$ cat src/acf_pkg.sv
// Purpose : Shared constants and carriers of the completion flag block
// Assumes : APB word registers, byte address = 4 x register index
// Notes   : Result registers occupy eight consecutive indices
`default_nettype none

package acf_pkg;

  // ==========================================================
  // Sizes
  localparam int unsigned NPOS   = 8;
  localparam int unsigned RES_W  = 10;
  localparam int unsigned CHAN_W = 4;
  localparam int unsigned IDX_W  = 6;
  localparam int unsigned ADDR_W = 8;
  localparam int unsigned CTRL_W = 4;
  localparam int unsigned SEQ_W  = 9;
  localparam int unsigned IRQ_W  = 2;

  // ==========================================================
  // Register indices
  localparam logic [IDX_W-1:0] IDX_CTRL    = 6'h00;
  localparam logic [IDX_W-1:0] IDX_SEQ     = 6'h05;
  localparam logic [IDX_W-1:0] IDX_IRQ_STS = 6'h06;
  localparam logic [IDX_W-1:0] IDX_IRQ_MSK = 6'h07;
  localparam logic [IDX_W-1:0] IDX_FLAGS   = 6'h0a;
  localparam logic [IDX_W-1:0] IDX_AUTO_COMPARE_ENABLE    = 6'h0b;
  localparam logic [IDX_W-1:0] IDX_CMPOP   = 6'h0c;
  localparam logic [IDX_W-1:0] IDX_RES0    = 6'h10;

  // ==========================================================
  // Field positions and codes
  localparam int unsigned CTRL_FAST_FLAG_CLEAR   = 0;
  localparam int unsigned CTRL_FRZ_LO = 1;
  localparam int unsigned CTRL_FRZ_HI = 2;
  localparam int unsigned CTRL_COMPARE_IRQ_ENABLE = 3;
  localparam int unsigned SEQ_BUSY    = 9;
  localparam int unsigned IRQ_SEQ_END = 0;
  localparam int unsigned IRQ_CMP     = 1;
  localparam logic [1:0]  FRZ_FINISH  = 2'h2;
  localparam logic [1:0]  FRZ_STOP    = 2'h3;

  // ==========================================================
  // Carriers
  typedef struct packed {
    logic              psel;
    logic              penable;
    logic              pwrite;
    logic [ADDR_W-1:0] paddr;
    logic [31:0]       pwdata;
  } acf_apb_req_t;

  typedef struct packed {
    logic             wr;
    logic             rd;
    logic [IDX_W-1:0] idx;
    logic [31:0]      wdata;
  } acf_acc_t;

  // Bits [8:6] last position, [5] continuous, [4] multi, [3:0] channel
  typedef struct packed {
    logic [2:0]        last;
    logic              cont;
    logic              mult;
    logic [CHAN_W-1:0] chan;
  } acf_seq_cfg_t;

  typedef struct packed {
    logic       done;
    logic       last;
    logic [2:0] pos;
  } acf_ev_t;

  function automatic logic acf_mapped(input logic [IDX_W-1:0] idx);
    return (idx == IDX_CTRL) || (idx == IDX_SEQ) || (idx == IDX_IRQ_STS) ||
           (idx == IDX_IRQ_MSK) || (idx == IDX_FLAGS) ||
           (idx == IDX_AUTO_COMPARE_ENABLE) || (idx == IDX_CMPOP) ||
           (idx[5:3] == IDX_RES0[5:3]);
  endfunction : acf_mapped

endpackage : acf_pkg
`default_nettype wire

$ cat src/acf_apb_slave.sv
// Purpose : APB slave front end, one access-phase cycle per transfer
// Assumes : Read data is sampled from the register mux at setup
// Notes   : Unmapped or misaligned addresses answer with pslverr
`timescale 1ns/1ps
`default_nettype none

module acf_apb_slave import acf_pkg::*; (
  // Clock and reset
  input  wire logic          i_clk_sys,
  input  wire logic          i_rst_n,
  // APB
  input  wire acf_apb_req_t  i_req,
  output logic [31:0]        o_prdata,
  output logic               o_pready,
  output logic               o_pslverr,
  // Register side
  input  wire logic [31:0]   i_rdata,
  output acf_acc_t           o_acc
);

  logic [31:0] rdata_ff, nxt_rdata;
  logic        err_ff,   nxt_err;
  logic        setup,    access;

  assign setup  = i_req.psel && !i_req.penable;
  assign access = i_req.psel && i_req.penable;

  always_comb begin
    nxt_rdata = rdata_ff;
    nxt_err   = err_ff;
    if (setup) begin
      nxt_rdata = i_rdata;
      nxt_err   = !acf_mapped(i_req.paddr[ADDR_W-1:2]) ||
                  (i_req.paddr[1:0] != 2'h0);
    end
  end

  always_ff @(posedge i_clk_sys or negedge i_rst_n) begin
    if (!i_rst_n) begin
      rdata_ff <= '0;
      err_ff   <= 1'b0;
    end else begin
      rdata_ff <= nxt_rdata;
      err_ff   <= nxt_err;
    end
  end

  assign o_prdata    = rdata_ff;
  assign o_pready    = access;
  assign o_pslverr   = access && err_ff;
  assign o_acc.idx   = i_req.paddr[ADDR_W-1:2];
  assign o_acc.wdata = i_req.pwdata;
  assign o_acc.wr    = access && i_req.pwrite && !err_ff;
  assign o_acc.rd    = access && !i_req.pwrite && !err_ff;

endmodule : acf_apb_slave
`default_nettype wire

$ cat src/acf_seq.sv
// Purpose : Conversion sequencer stepping through sequence positions
// Assumes : Converter core answers each start with one done pulse
// Notes   : A dropped conversion is issued again at the same position
`timescale 1ns/1ps
`default_nettype none

module acf_seq import acf_pkg::*; (
  // Clock and reset
  input  wire logic              i_clk_sys,
  input  wire logic              i_rst_n,
  // Control
  input  wire logic              i_start,
  input  wire acf_seq_cfg_t      i_cfg,
  input  wire logic              i_abort,
  input  wire logic              i_hold,
  input  wire logic              i_drop,
  // Converter core
  output logic                   o_soc,
  output logic [CHAN_W-1:0]      o_chan,
  input  wire logic              i_eoc,
  // Status
  output logic                   o_active,
  output acf_ev_t                o_ev
);

  typedef enum logic [1:0] {SQ_IDLE, SQ_ISSUE, SQ_WAIT} acf_sq_t;

  acf_sq_t           state_ff, nxt_state;
  logic [2:0]        pos_ff,   nxt_pos;
  acf_seq_cfg_t      cfg_ff,   nxt_cfg;
  logic [CHAN_W-1:0] chan_ff,  nxt_chan;

  always_comb begin
    nxt_state = state_ff;
    nxt_pos   = pos_ff;
    nxt_cfg   = cfg_ff;
    o_soc     = 1'b0;
    o_ev      = '0;
    unique case (state_ff)
      SQ_IDLE: ;
      SQ_ISSUE: begin
        if (!i_hold) begin
          o_soc     = 1'b1;
          nxt_state = SQ_WAIT;
        end
      end
      SQ_WAIT: begin
        if (i_eoc) begin
          nxt_state = SQ_ISSUE;
          if (!i_drop) begin
            o_ev.done = 1'b1;
            o_ev.pos  = pos_ff;
            if (pos_ff == cfg_ff.last) begin
              o_ev.last = 1'b1;
              nxt_pos   = '0;
              if (!cfg_ff.cont) begin
                nxt_state = SQ_IDLE;
              end
            end else begin
              nxt_pos = pos_ff + 3'h1;
            end
          end
        end
      end
    endcase
    if (i_abort) begin
      nxt_state = SQ_IDLE;
    end
    if (i_start) begin
      nxt_cfg   = i_cfg;
      nxt_pos   = '0;
      nxt_state = SQ_ISSUE;
    end
    nxt_chan = nxt_cfg.chan + (nxt_cfg.mult ? {1'b0, nxt_pos} : 4'h0);
  end

  always_ff @(posedge i_clk_sys or negedge i_rst_n) begin
    if (!i_rst_n) begin
      state_ff <= SQ_IDLE;
      pos_ff   <= '0;
      cfg_ff   <= '0;
      chan_ff  <= '0;
    end else begin
      state_ff <= nxt_state;
      pos_ff   <= nxt_pos;
      cfg_ff   <= nxt_cfg;
      chan_ff  <= nxt_chan;
    end
  end

  assign o_chan   = chan_ff;
  assign o_active = (state_ff != SQ_IDLE);

endmodule : acf_seq
`default_nettype wire

$ cat src/acf_top.sv
// Purpose : Converter completion flags, result store and auto compare
// Assumes : Mode inputs and converter core share the bus clock
// Notes   : Registers sit on APB, byte address = 4 x index
// Summary of operation
// Eight flags, one per sequence position
// Flag k set when conversion at position k ends
// With compare on, set only when true
// True compare with irq enable raises interrupt
// Compare positions keep compare value, drop result
// Sequence start write starts and clears flags
// Fast clear off: write one clears flag
// Fast clear on, compare off: read clears
// Fast clear on, compare on: write clears
// Start clear beats set; set beats others
// Stop aborts; leaving stop restarts, clears flags
// Wait mode behaves as run mode
// Freeze continues, finishes, or stops per setting
// Single or continuous, one or many channels
// Reset clears all flags
`timescale 1ns/1ps
`default_nettype none

module acf_top import acf_pkg::*; (
  // Clock and reset
  input  wire logic              i_clk_sys,
  input  wire logic              i_rst_n,
  // APB slave
  input  wire logic              i_psel,
  input  wire logic              i_penable,
  input  wire logic              i_pwrite,
  input  wire logic [ADDR_W-1:0] i_paddr,
  input  wire logic [31:0]       i_pwdata,
  output logic [31:0]            o_prdata,
  output logic                   o_pready,
  output logic                   o_pslverr,
  // Converter core
  output logic                   o_adc_start,
  output logic [CHAN_W-1:0]      o_adc_chan,
  input  wire logic              i_adc_done,
  input  wire logic [RES_W-1:0]  i_adc_result,
  // System modes
  input  wire logic              i_stop_mode,
  input  wire logic              i_freeze_mode,
  // Interrupt
  output logic                   o_irq
);

  // ==========================================================
  // Bus front end
  acf_apb_req_t req;
  acf_acc_t     acc;
  logic [31:0]  rdata;

  assign req.psel    = i_psel;
  assign req.penable = i_penable;
  assign req.pwrite  = i_pwrite;
  assign req.paddr   = i_paddr;
  assign req.pwdata  = i_pwdata;

  acf_apb_slave u_apb (
    .i_clk_sys (i_clk_sys),
    .i_rst_n   (i_rst_n),
    .i_req     (req),
    .o_prdata  (o_prdata),
    .o_pready  (o_pready),
    .o_pslverr (o_pslverr),
    .i_rdata   (rdata),
    .o_acc     (acc)
  );

  // ==========================================================
  // Control registers and mode tracking
  logic [CTRL_W-1:0] ctrl_ff,    nxt_ctrl;
  acf_seq_cfg_t      cfg_ff,     nxt_cfg;
  logic [NPOS-1:0]   auto_compare_enable_ff,    nxt_auto_compare_enable;
  logic [NPOS-1:0]   cmpop_ff,   nxt_cmpop;
  logic [IRQ_W-1:0]  sts_ff,     nxt_sts;
  logic [IRQ_W-1:0]  msk_ff,     nxt_msk;
  logic              stop_d_ff,  nxt_stop_d;
  logic              aborted_ff, nxt_aborted;
  logic [IRQ_W-1:0]  sts_set;
  logic [NPOS-1:0]   cmp_hit_v;
  logic              fast_flag_clear, stop_rise, stop_fall, restart, seq_start;
  logic              active, hold, drop;
  logic [1:0]        frz;
  acf_ev_t           ev;

  assign fast_flag_clear      = ctrl_ff[CTRL_FAST_FLAG_CLEAR];
  assign frz       = ctrl_ff[CTRL_FRZ_HI:CTRL_FRZ_LO];
  assign stop_rise = i_stop_mode && !stop_d_ff;
  assign stop_fall = !i_stop_mode && stop_d_ff;
  // Wait mode has no input: the sequencer runs on unchanged
  assign restart   = stop_fall && aborted_ff;
  assign seq_start = (acc.wr && acc.idx == IDX_SEQ) || restart;
  assign hold = i_stop_mode || (i_freeze_mode &&
                (frz == FRZ_FINISH || frz == FRZ_STOP));
  assign drop = i_freeze_mode && (frz == FRZ_STOP);
  assign sts_set[IRQ_SEQ_END] = ev.last;
  assign sts_set[IRQ_CMP]     = |cmp_hit_v && ctrl_ff[CTRL_COMPARE_IRQ_ENABLE];

  always_comb begin
    nxt_ctrl    = ctrl_ff;
    nxt_cfg     = cfg_ff;
    nxt_auto_compare_enable    = auto_compare_enable_ff;
    nxt_cmpop   = cmpop_ff;
    nxt_msk     = msk_ff;
    nxt_sts     = sts_ff;
    nxt_stop_d  = i_stop_mode;
    nxt_aborted = aborted_ff;
    if (acc.wr) begin
      case (acc.idx)
        IDX_CTRL:    nxt_ctrl  = acc.wdata[CTRL_W-1:0];
        IDX_SEQ:     nxt_cfg   = acc.wdata[SEQ_W-1:0];
        IDX_AUTO_COMPARE_ENABLE:    nxt_auto_compare_enable  = acc.wdata[NPOS-1:0];
        IDX_CMPOP:   nxt_cmpop = acc.wdata[NPOS-1:0];
        IDX_IRQ_MSK: nxt_msk   = acc.wdata[IRQ_W-1:0];
        IDX_IRQ_STS: nxt_sts   = sts_ff & ~acc.wdata[IRQ_W-1:0];
        default: ;
      endcase
    end
    nxt_sts = nxt_sts | sts_set;
    if (stop_rise && active) begin
      nxt_aborted = 1'b1;
    end else if (stop_fall) begin
      nxt_aborted = 1'b0;
    end
  end

  always_ff @(posedge i_clk_sys or negedge i_rst_n) begin
    if (!i_rst_n) begin
      ctrl_ff    <= '0;
      cfg_ff     <= '0;
      auto_compare_enable_ff    <= '0;
      cmpop_ff   <= '0;
      msk_ff     <= '0;
      sts_ff     <= '0;
      stop_d_ff  <= 1'b0;
      aborted_ff <= 1'b0;
    end else begin
      ctrl_ff    <= nxt_ctrl;
      cfg_ff     <= nxt_cfg;
      auto_compare_enable_ff    <= nxt_auto_compare_enable;
      cmpop_ff   <= nxt_cmpop;
      msk_ff     <= nxt_msk;
      sts_ff     <= nxt_sts;
      stop_d_ff  <= nxt_stop_d;
      aborted_ff <= nxt_aborted;
    end
  end

  assign o_irq = |(sts_ff & msk_ff);

  // ==========================================================
  // Sequencer
  acf_seq u_seq (
    .i_clk_sys (i_clk_sys),
    .i_rst_n   (i_rst_n),
    .i_start   (seq_start),
    .i_cfg     (nxt_cfg),
    .i_abort   (stop_rise),
    .i_hold    (hold),
    .i_drop    (drop),
    .o_soc     (o_adc_start),
    .o_chan    (o_adc_chan),
    .i_eoc     (i_adc_done),
    .o_active  (active),
    .o_ev      (ev)
  );

  // ==========================================================
  // Per-position flags, results and compare
  logic [NPOS-1:0]  flags_ff, nxt_flags, set_v, clr_v;
  logic [RES_W-1:0] res_ff  [NPOS];
  logic [RES_W-1:0] nxt_res [NPOS];

  for (genvar k = 0; k < NPOS; k++) begin : g_pos
    logic sel, at_k, hit;
    assign sel  = (acc.idx[5:3] == IDX_RES0[5:3]) &&
                  (acc.idx[2:0] == 3'(k));
    assign at_k = ev.done && (ev.pos == 3'(k));
    assign hit  = cmpop_ff[k] ? (i_adc_result >  res_ff[k])
                              : (i_adc_result <= res_ff[k]);
    assign set_v[k] = at_k && (!auto_compare_enable_ff[k] || hit);
    assign cmp_hit_v[k] = at_k && auto_compare_enable_ff[k] && hit;
    assign clr_v[k] =
      (!fast_flag_clear && acc.wr && acc.idx == IDX_FLAGS && acc.wdata[k]) ||
      (fast_flag_clear && !auto_compare_enable_ff[k] && sel && acc.rd) ||
      (fast_flag_clear && auto_compare_enable_ff[k] && sel && acc.wr);
    assign nxt_flags[k] = seq_start ? 1'b0 :
                          set_v[k]  ? 1'b1 :
                          clr_v[k]  ? 1'b0 : flags_ff[k];
    assign nxt_res[k] = (at_k && !auto_compare_enable_ff[k]) ? i_adc_result :
                        (acc.wr && sel) ? acc.wdata[RES_W-1:0] : res_ff[k];

    always_ff @(posedge i_clk_sys or negedge i_rst_n) begin
      if (!i_rst_n) begin
        res_ff[k] <= '0;
      end else begin
        res_ff[k] <= nxt_res[k];
      end
    end
  end

  always_ff @(posedge i_clk_sys or negedge i_rst_n) begin
    if (!i_rst_n) begin
      flags_ff <= '0;
    end else begin
      flags_ff <= nxt_flags;
    end
  end

  // ==========================================================
  // Read mux
  always_comb begin
    rdata = '0;
    case (acc.idx)
      IDX_CTRL:    rdata = 32'(ctrl_ff);
      IDX_SEQ:     rdata = 32'({active, cfg_ff});
      IDX_IRQ_STS: rdata = 32'(sts_ff);
      IDX_IRQ_MSK: rdata = 32'(msk_ff);
      IDX_FLAGS:   rdata = 32'(flags_ff);
      IDX_AUTO_COMPARE_ENABLE:    rdata = 32'(auto_compare_enable_ff);
      IDX_CMPOP:   rdata = 32'(cmpop_ff);
      default: begin
        if (acc.idx[5:3] == IDX_RES0[5:3]) begin
          rdata = 32'(res_ff[acc.idx[2:0]]);
        end
      end
    endcase
  end
endmodule : acf_top
`default_nettype wire

$ cat config.mk
export PLATFORM = sky130hd
export DESIGN_NAME = acf_top
export DESIGN_NICKNAME = d
export VERILOG_FILES = /design/src/acf_pkg.sv /design/src/acf_apb_slave.sv /design/src/acf_seq.sv /design/src/acf_top.sv
export SDC_FILE = /design/constraint.sdc
export NUM_CORES = 1
export LEC_CHECK = 0
export ABC_AREA = 1
export BUFFER_PORTS_ARGS = -buffer_cell sky130_fd_sc_hd__buf_4
export CAP_MARGIN = 20
export CORE_MARGIN = 3
export CORE_UTILIZATION = 45
export DETAILED_ROUTE_END_ITERATION = 8
export PLACE_DENSITY = 0.68
export SYNTH_ARGS = -nofsm -noshare
export SYNTH_HDL_FRONTEND = slang
export SYNTH_SLANG_ARGS = --single-unit
$ cat constraint.sdc
create_clock -name i_clk_sys -period 4.4 [get_ports i_clk_sys]
set_input_delay 0.88 -clock i_clk_sys [delete_from_list [all_inputs] [get_ports i_clk_sys]]
set_output_delay 0.88 -clock i_clk_sys [all_outputs]
set_load 0.02 [all_outputs]
==> summary by stage <==
Critical path
The largest stage delay on the critical path is 410 ps. Traced cell by cell, the critical path runs through buf_4, inv_1, nand2_1, nor2_2, nand2_2, nor2_4, nand2_4, nand2_4, inv_2, nand2_1, nand2_1, ha_1, fa_1, xor2_1. The critical path is of the input pin to flop type. The worst setup path is captured at a flop. Of all nets on the critical path, the largest fanout is 19.

The category of the worst setup path launch point is an input pin. The cell type of the slowest stage on the worst timing path is sky130_fd_sc_hd__fa_1. The cell type with the highest occurrence count on the critical path is sky130_fd_sc_hd__nand2_1.

The required time at the worst-slack endpoint is 4720 ps. The arrival time at the worst endpoint is 3560 ps.

Power and ir drop
The clock network burns 33.1% of the power. The worst voltage drop across the vdd grid is 0.2688 mV. The power per cell area is 411.0 mW/mm². In this run the power spent charging and discharging nets is 0.001580 W.

The internal power summed over all cells is 0.003108 W. Sequential cells burn 37.6% of the power. Of the total power, the share spent switching nets is 33.71%.

The share of total power dissipated in combinational logic is 29.4%. The leakage power is 5.688 nW.

Logic synthesis
By count the netlist is led by sky130_fd_sc_hd__nand2_1 (212), sky130_fd_sc_hd__inv_1 (189), sky130_fd_sc_hd__dfrtp_1 (152). In this run the biggest area consumer among cell types represents 36.92% of the synthesized area. Synthesis inferred 152 register bits. After synthesis the cells add up to 0.01030 mm². Among all flip-flop cells after synthesis, the most frequent one is sky130_fd_sc_hd__dfrtp_1. By area, the combinational part of the netlist is dominated by simple AND/OR/NAND/NOR gates. After synthesis, the share of flip-flops with an asynchronous set or reset is 100.0%.

Measured against the total synthesized area, the mux share comes to 0.1093%. The share of synthesized cell area in and, or, nand and nor gates is 21.18%. The biggest area contributor in the post-synthesis netlist is sky130_fd_sc_hd__dfrtp_1. The post-synthesis cell type count is 50.

The compound-gate portion of the synthesized area is 18.75%. After synthesis, the cell types taking the most area are sky130_fd_sc_hd__dfrtp_1 (37%), sky130_fd_sc_hd__ha_1 (11%), sky130_fd_sc_hd__nand2_1 (7.7%). The average cell area after synthesis is 8.036 µm². Summing the sequential cell areas from Yosys gives 36.92% of the chip area.

The most common cell in the synthesized netlist is sky130_fd_sc_hd__nand2_1. After Yosys synthesis, XOR and XNOR cells account for 0.4251% of the synthesized area. In this run, synthesis inferred 0 flip-flops with an integrated enable.

Synthesis produced 1282 cells. The count of yosys warnings during synthesis is 0. The area share of fa/ha/maj cells after synthesis is 10.76%.

Finish
The area growth from synthesis to layout is 10.72%. Summing all flip-flop and latch instances after layout gives 0.003804 mm². Summing all multi-input logic gate instances after layout gives 0.005360 mm². At the end of the flow, the number of nets in the layout was 1457.

Fill cells in the final layout number 2108. The antenna cell count is 0. The fraction of layout instances using a drive strength above 1 is 10.96%.

Global routing
The wire length of the first global-routing pass is 51700 µm. The global routing usage on met3 is 6.131%. The via count of the first global-routing pass is 9125. In the global route stage, met1 resource usage came out at 37.73%. met2 is the most crowded layer. Summed over all layers, the global routing overflow is 0.

Entering global routing, the biggest net connects 97 pins. The total routing usage reported by global routing is 27.83%. The initial antenna violation count is 0.

The met2 track demand over resource is 43.07%.

Floorplanning
The area of the die is 0.02475 mm². The count of boundary I/O pins is 98. The height of the die is 157.3 µm. The die is 157.3 µm wide. The floorplan row count is 54.

After floorplanning, the core was sized to cover 0.02216 mm². Once the floorplan was initialized, standard cells occupied 46.49% of the core.

CTS
The clock passes through at most 2 buffers. The CTS tree is yes. Post-CTS repair changed the size of 0 cells. The number of hold buffers added after CTS was 0. The clock sink count is 152. The later pin in the worst-skew pair is clocked with a latency of 440 ps. Clock-pin slew was measured on the worst setup and hold paths at 60 ps. The H-tree depth is 4. The CTS buffer count is 17.

Post-CTS timing repair inserted 0 buffers for setup. The tree is rooted in a sky130_fd_sc_hd__clkbuf_16.

Timing
The final setup TNS is 0 ps. The smallest hold slack is 497.4 ps. The final critical-path share of the clock period is 73.63%.

The minimum period implied by the final worst setup slack is 3240 ps. The number of pins exceeding their max-slew limit in the final report is 0. The final setup violation count is 0. Derived from the worst setup path, the maximum achievable clock frequency is 308.7 MHz.

The largest clock skew in the final design is 9.060 ps. The final worst-path setup slack is 1160 ps. The measured slew at the worst slew-check pin is 952.5 ps. Setup repair after global routing left no endpoint under its margin. The max-slew headroom at the worst pin is 36.50%. The count of final hold-check violations was 0.

Placement
The HPWL after detailed placement is 24130 µm. The final RePlAce weighted congestion is 0.9442. The count of port buffers added during placement is 53. Prior to clock tree synthesis, the placed netlist has a worst setup slack of 796.9 ps.

Hold path
The worst hold-check path type is flop to flop.

Outcome
The flow ran to the end, and the final reports show no timing, DRC or antenna violations.

Route
After detailed routing, the number of vias per cell comes to 5.905. The detailed-route wire length is 33580 µm. The detailed router placed 9465 vias in this run. For this run, design rule violations remaining after detail routing come to 0. The final antenna-violating net count is 0. The count of routing violations after the opening detailed-route iteration is 1235.

The first-pass detailed-route iteration total is 6. The average detailed-routed wire length per instance is 20.95 µm.

Flow run
The number of maximum-capacitance constraint violations is 0.
==> cell type report <==
| class | count | area share [%] |
|---|---|---|
| clock buffers | 24 | 4.398 |
| clock inverters | 7 | 0.9981 |
| inverters | 205 | 6.779 |
| multi-input cells | 870 | 46.99 |
| flip-flops and latches | 152 | 33.34 |
| well taps | 280 | 3.071 |
| repair buffers | 65 | 4.420 |
==> power groups by stage <==
stage | Sequential [W] | Combinational [W] | Clock (W)
3_5_place_dp | 0.00178 | 0.00135 | 0
4_1_cts | 0.00176 | 0.00136 | 0.00155
3_3_place_gp | 0.00177 | 0.00131 | 0
2_1_floorplan | 0.00177 | 0.000962 | 0
5_1_grt | 0.00179 | 0.00156 | 0.00162
6_report | 0.00176 | 0.00138 | 0.00155
==> sequential cells by signal, indices dropped and copies added, names as in the netlist, 3 cells and up <==
register,flops
u_seq.o_chan,4
u_seq.cfg_ff,9
cmpop_ff,8
auto_compare_enable_ff,8
res_ff,80
u_seq.pos_ff,3
flags_ff,8
cfg_ff,9
ctrl_ff,4
u_apb.o_prdata,10
==> metrics by stage <==
| step | util (%) | total power [W] | instance area [µm²] | std cells |
|---|---|---|---|---|
| 6_report | 51.47 | 0.004688 | 11410 | 1603 |
| 5_1_grt | 51.47 | 0.004970 | 11410 | 1603 |
| 4_1_cts | 51.47 | 0.004676 | 11410 | 1603 |
| 3_5_place_dp | 48.70 | 0.003137 | 10790 | 1572 |
| 3_3_place_gp | 48.70 | 0.003079 | 10790 | 1572 |
| 2_1_floorplan | - | 0.002732 | 10380 | 1303 |
==> worst paths after layout <==
check                                              start                   endpoint  slack, ps  cells after the start
max                                           i_paddr[6]  u_seq.o_chan[2]$_DFF_PN0_       1160                     14
max reg2reg                u_seq.state_ff[0]$_DFFE_PN0P_     res_ff[62]$_DFFE_PN0P_       1610                     11
min reg2reg                    u_seq.cfg_ff[3]$_DFF_PN0_  u_seq.cfg_ff[3]$_DFF_PN0_        500                      2
min                            u_seq.cfg_ff[3]$_DFF_PN0_  u_seq.cfg_ff[3]$_DFF_PN0_        500                      2
max in group asynchronous                        i_rst_n     res_ff[10]$_DFFE_PN0P_       3070                      2
min in group asynchronous                        i_rst_n     res_ff[78]$_DFFE_PN0P_        530                      1
==> kinds of logic (layout without fill, tap and decap cells) <==
kind of cell    Yosys count  in the layout
simple gates            474            474
buf+inv                 281            301
compound gates          280            280
flops                   152            152
fa+ha+maj                88             88
xor+xnor                  5              5
other cells               1             22
mux                       1              1
==> critical path: cells and delay by family <==
kind	cells	cell delay (ps)
xor+xnor	1	150
simple gates	8	1500
buf+inv	3	370
fa+ha+maj	2	630
==> metal layers <==
layer,part of all wire [%],up-vias
met2,44,479
met3,9.8,90
li1,-,4457
met5,0,-
met4,4.3,0
met1,42,4439
==> cells in the final DEF (no fill, tap or decap), types with 2 or more instances in the layout <==
master | Yosys | final
sky130_fd_sc_hd__o21ai_2 | 7 | 7
sky130_fd_sc_hd__clkbuf_1 | 13 | 2
sky130_fd_sc_hd__dfrtp_1 | 152 | 152
sky130_fd_sc_hd__inv_1 | 189 | 189
sky130_fd_sc_hd__nor2_2 | 7 | 7
sky130_fd_sc_hd__o2111ai_1 | 2 | 2
sky130_fd_sc_hd__inv_2 | 10 | 10
sky130_fd_sc_hd__clkinv_1 | 4 | 4
sky130_fd_sc_hd__o22ai_1 | 27 | 27
sky130_fd_sc_hd__o21ai_0 | 45 | 45
sky130_fd_sc_hd__bufinv_16 | 0 | 3
sky130_fd_sc_hd__nor3_2 | 3 | 3
sky130_fd_sc_hd__buf_4 | 27 | 63
sky130_fd_sc_hd__clkinv_2 | 1 | 4
sky130_fd_sc_hd__clkbuf_16 | 0 | 17
sky130_fd_sc_hd__nor3_1 | 8 | 8
sky130_fd_sc_hd__a21o_1 | 8 | 8
sky130_fd_sc_hd__nand2_2 | 7 | 7
sky130_fd_sc_hd__nor2_1 | 61 | 61
sky130_fd_sc_hd__o211ai_1 | 30 | 30
sky130_fd_sc_hd__ha_1 | 87 | 87
sky130_fd_sc_hd__o221ai_1 | 79 | 79
sky130_fd_sc_hd__nand2_4 | 3 | 3
sky130_fd_sc_hd__nand4_1 | 15 | 15
sky130_fd_sc_hd__clkbuf_8 | 0 | 5
sky130_fd_sc_hd__a211oi_1 | 2 | 2
sky130_fd_sc_hd__xnor2_1 | 2 | 2
sky130_fd_sc_hd__a21oi_1 | 49 | 49
sky130_fd_sc_hd__o21bai_1 | 8 | 8
sky130_fd_sc_hd__conb_1 | 1 | 22
sky130_fd_sc_hd__xor2_1 | 3 | 3
sky130_fd_sc_hd__nand2_1 | 212 | 212
sky130_fd_sc_hd__nor2_4 | 6 | 6
sky130_fd_sc_hd__a31oi_1 | 11 | 11
sky130_fd_sc_hd__o21ai_1 | 3 | 3
sky130_fd_sc_hd__and2_1 | 2 | 2
sky130_fd_sc_hd__nand3_2 | 3 | 3
sky130_fd_sc_hd__a221oi_1 | 5 | 5
sky130_fd_sc_hd__nand3_1 | 143 | 143
Power figures use the tool's default switching activity.
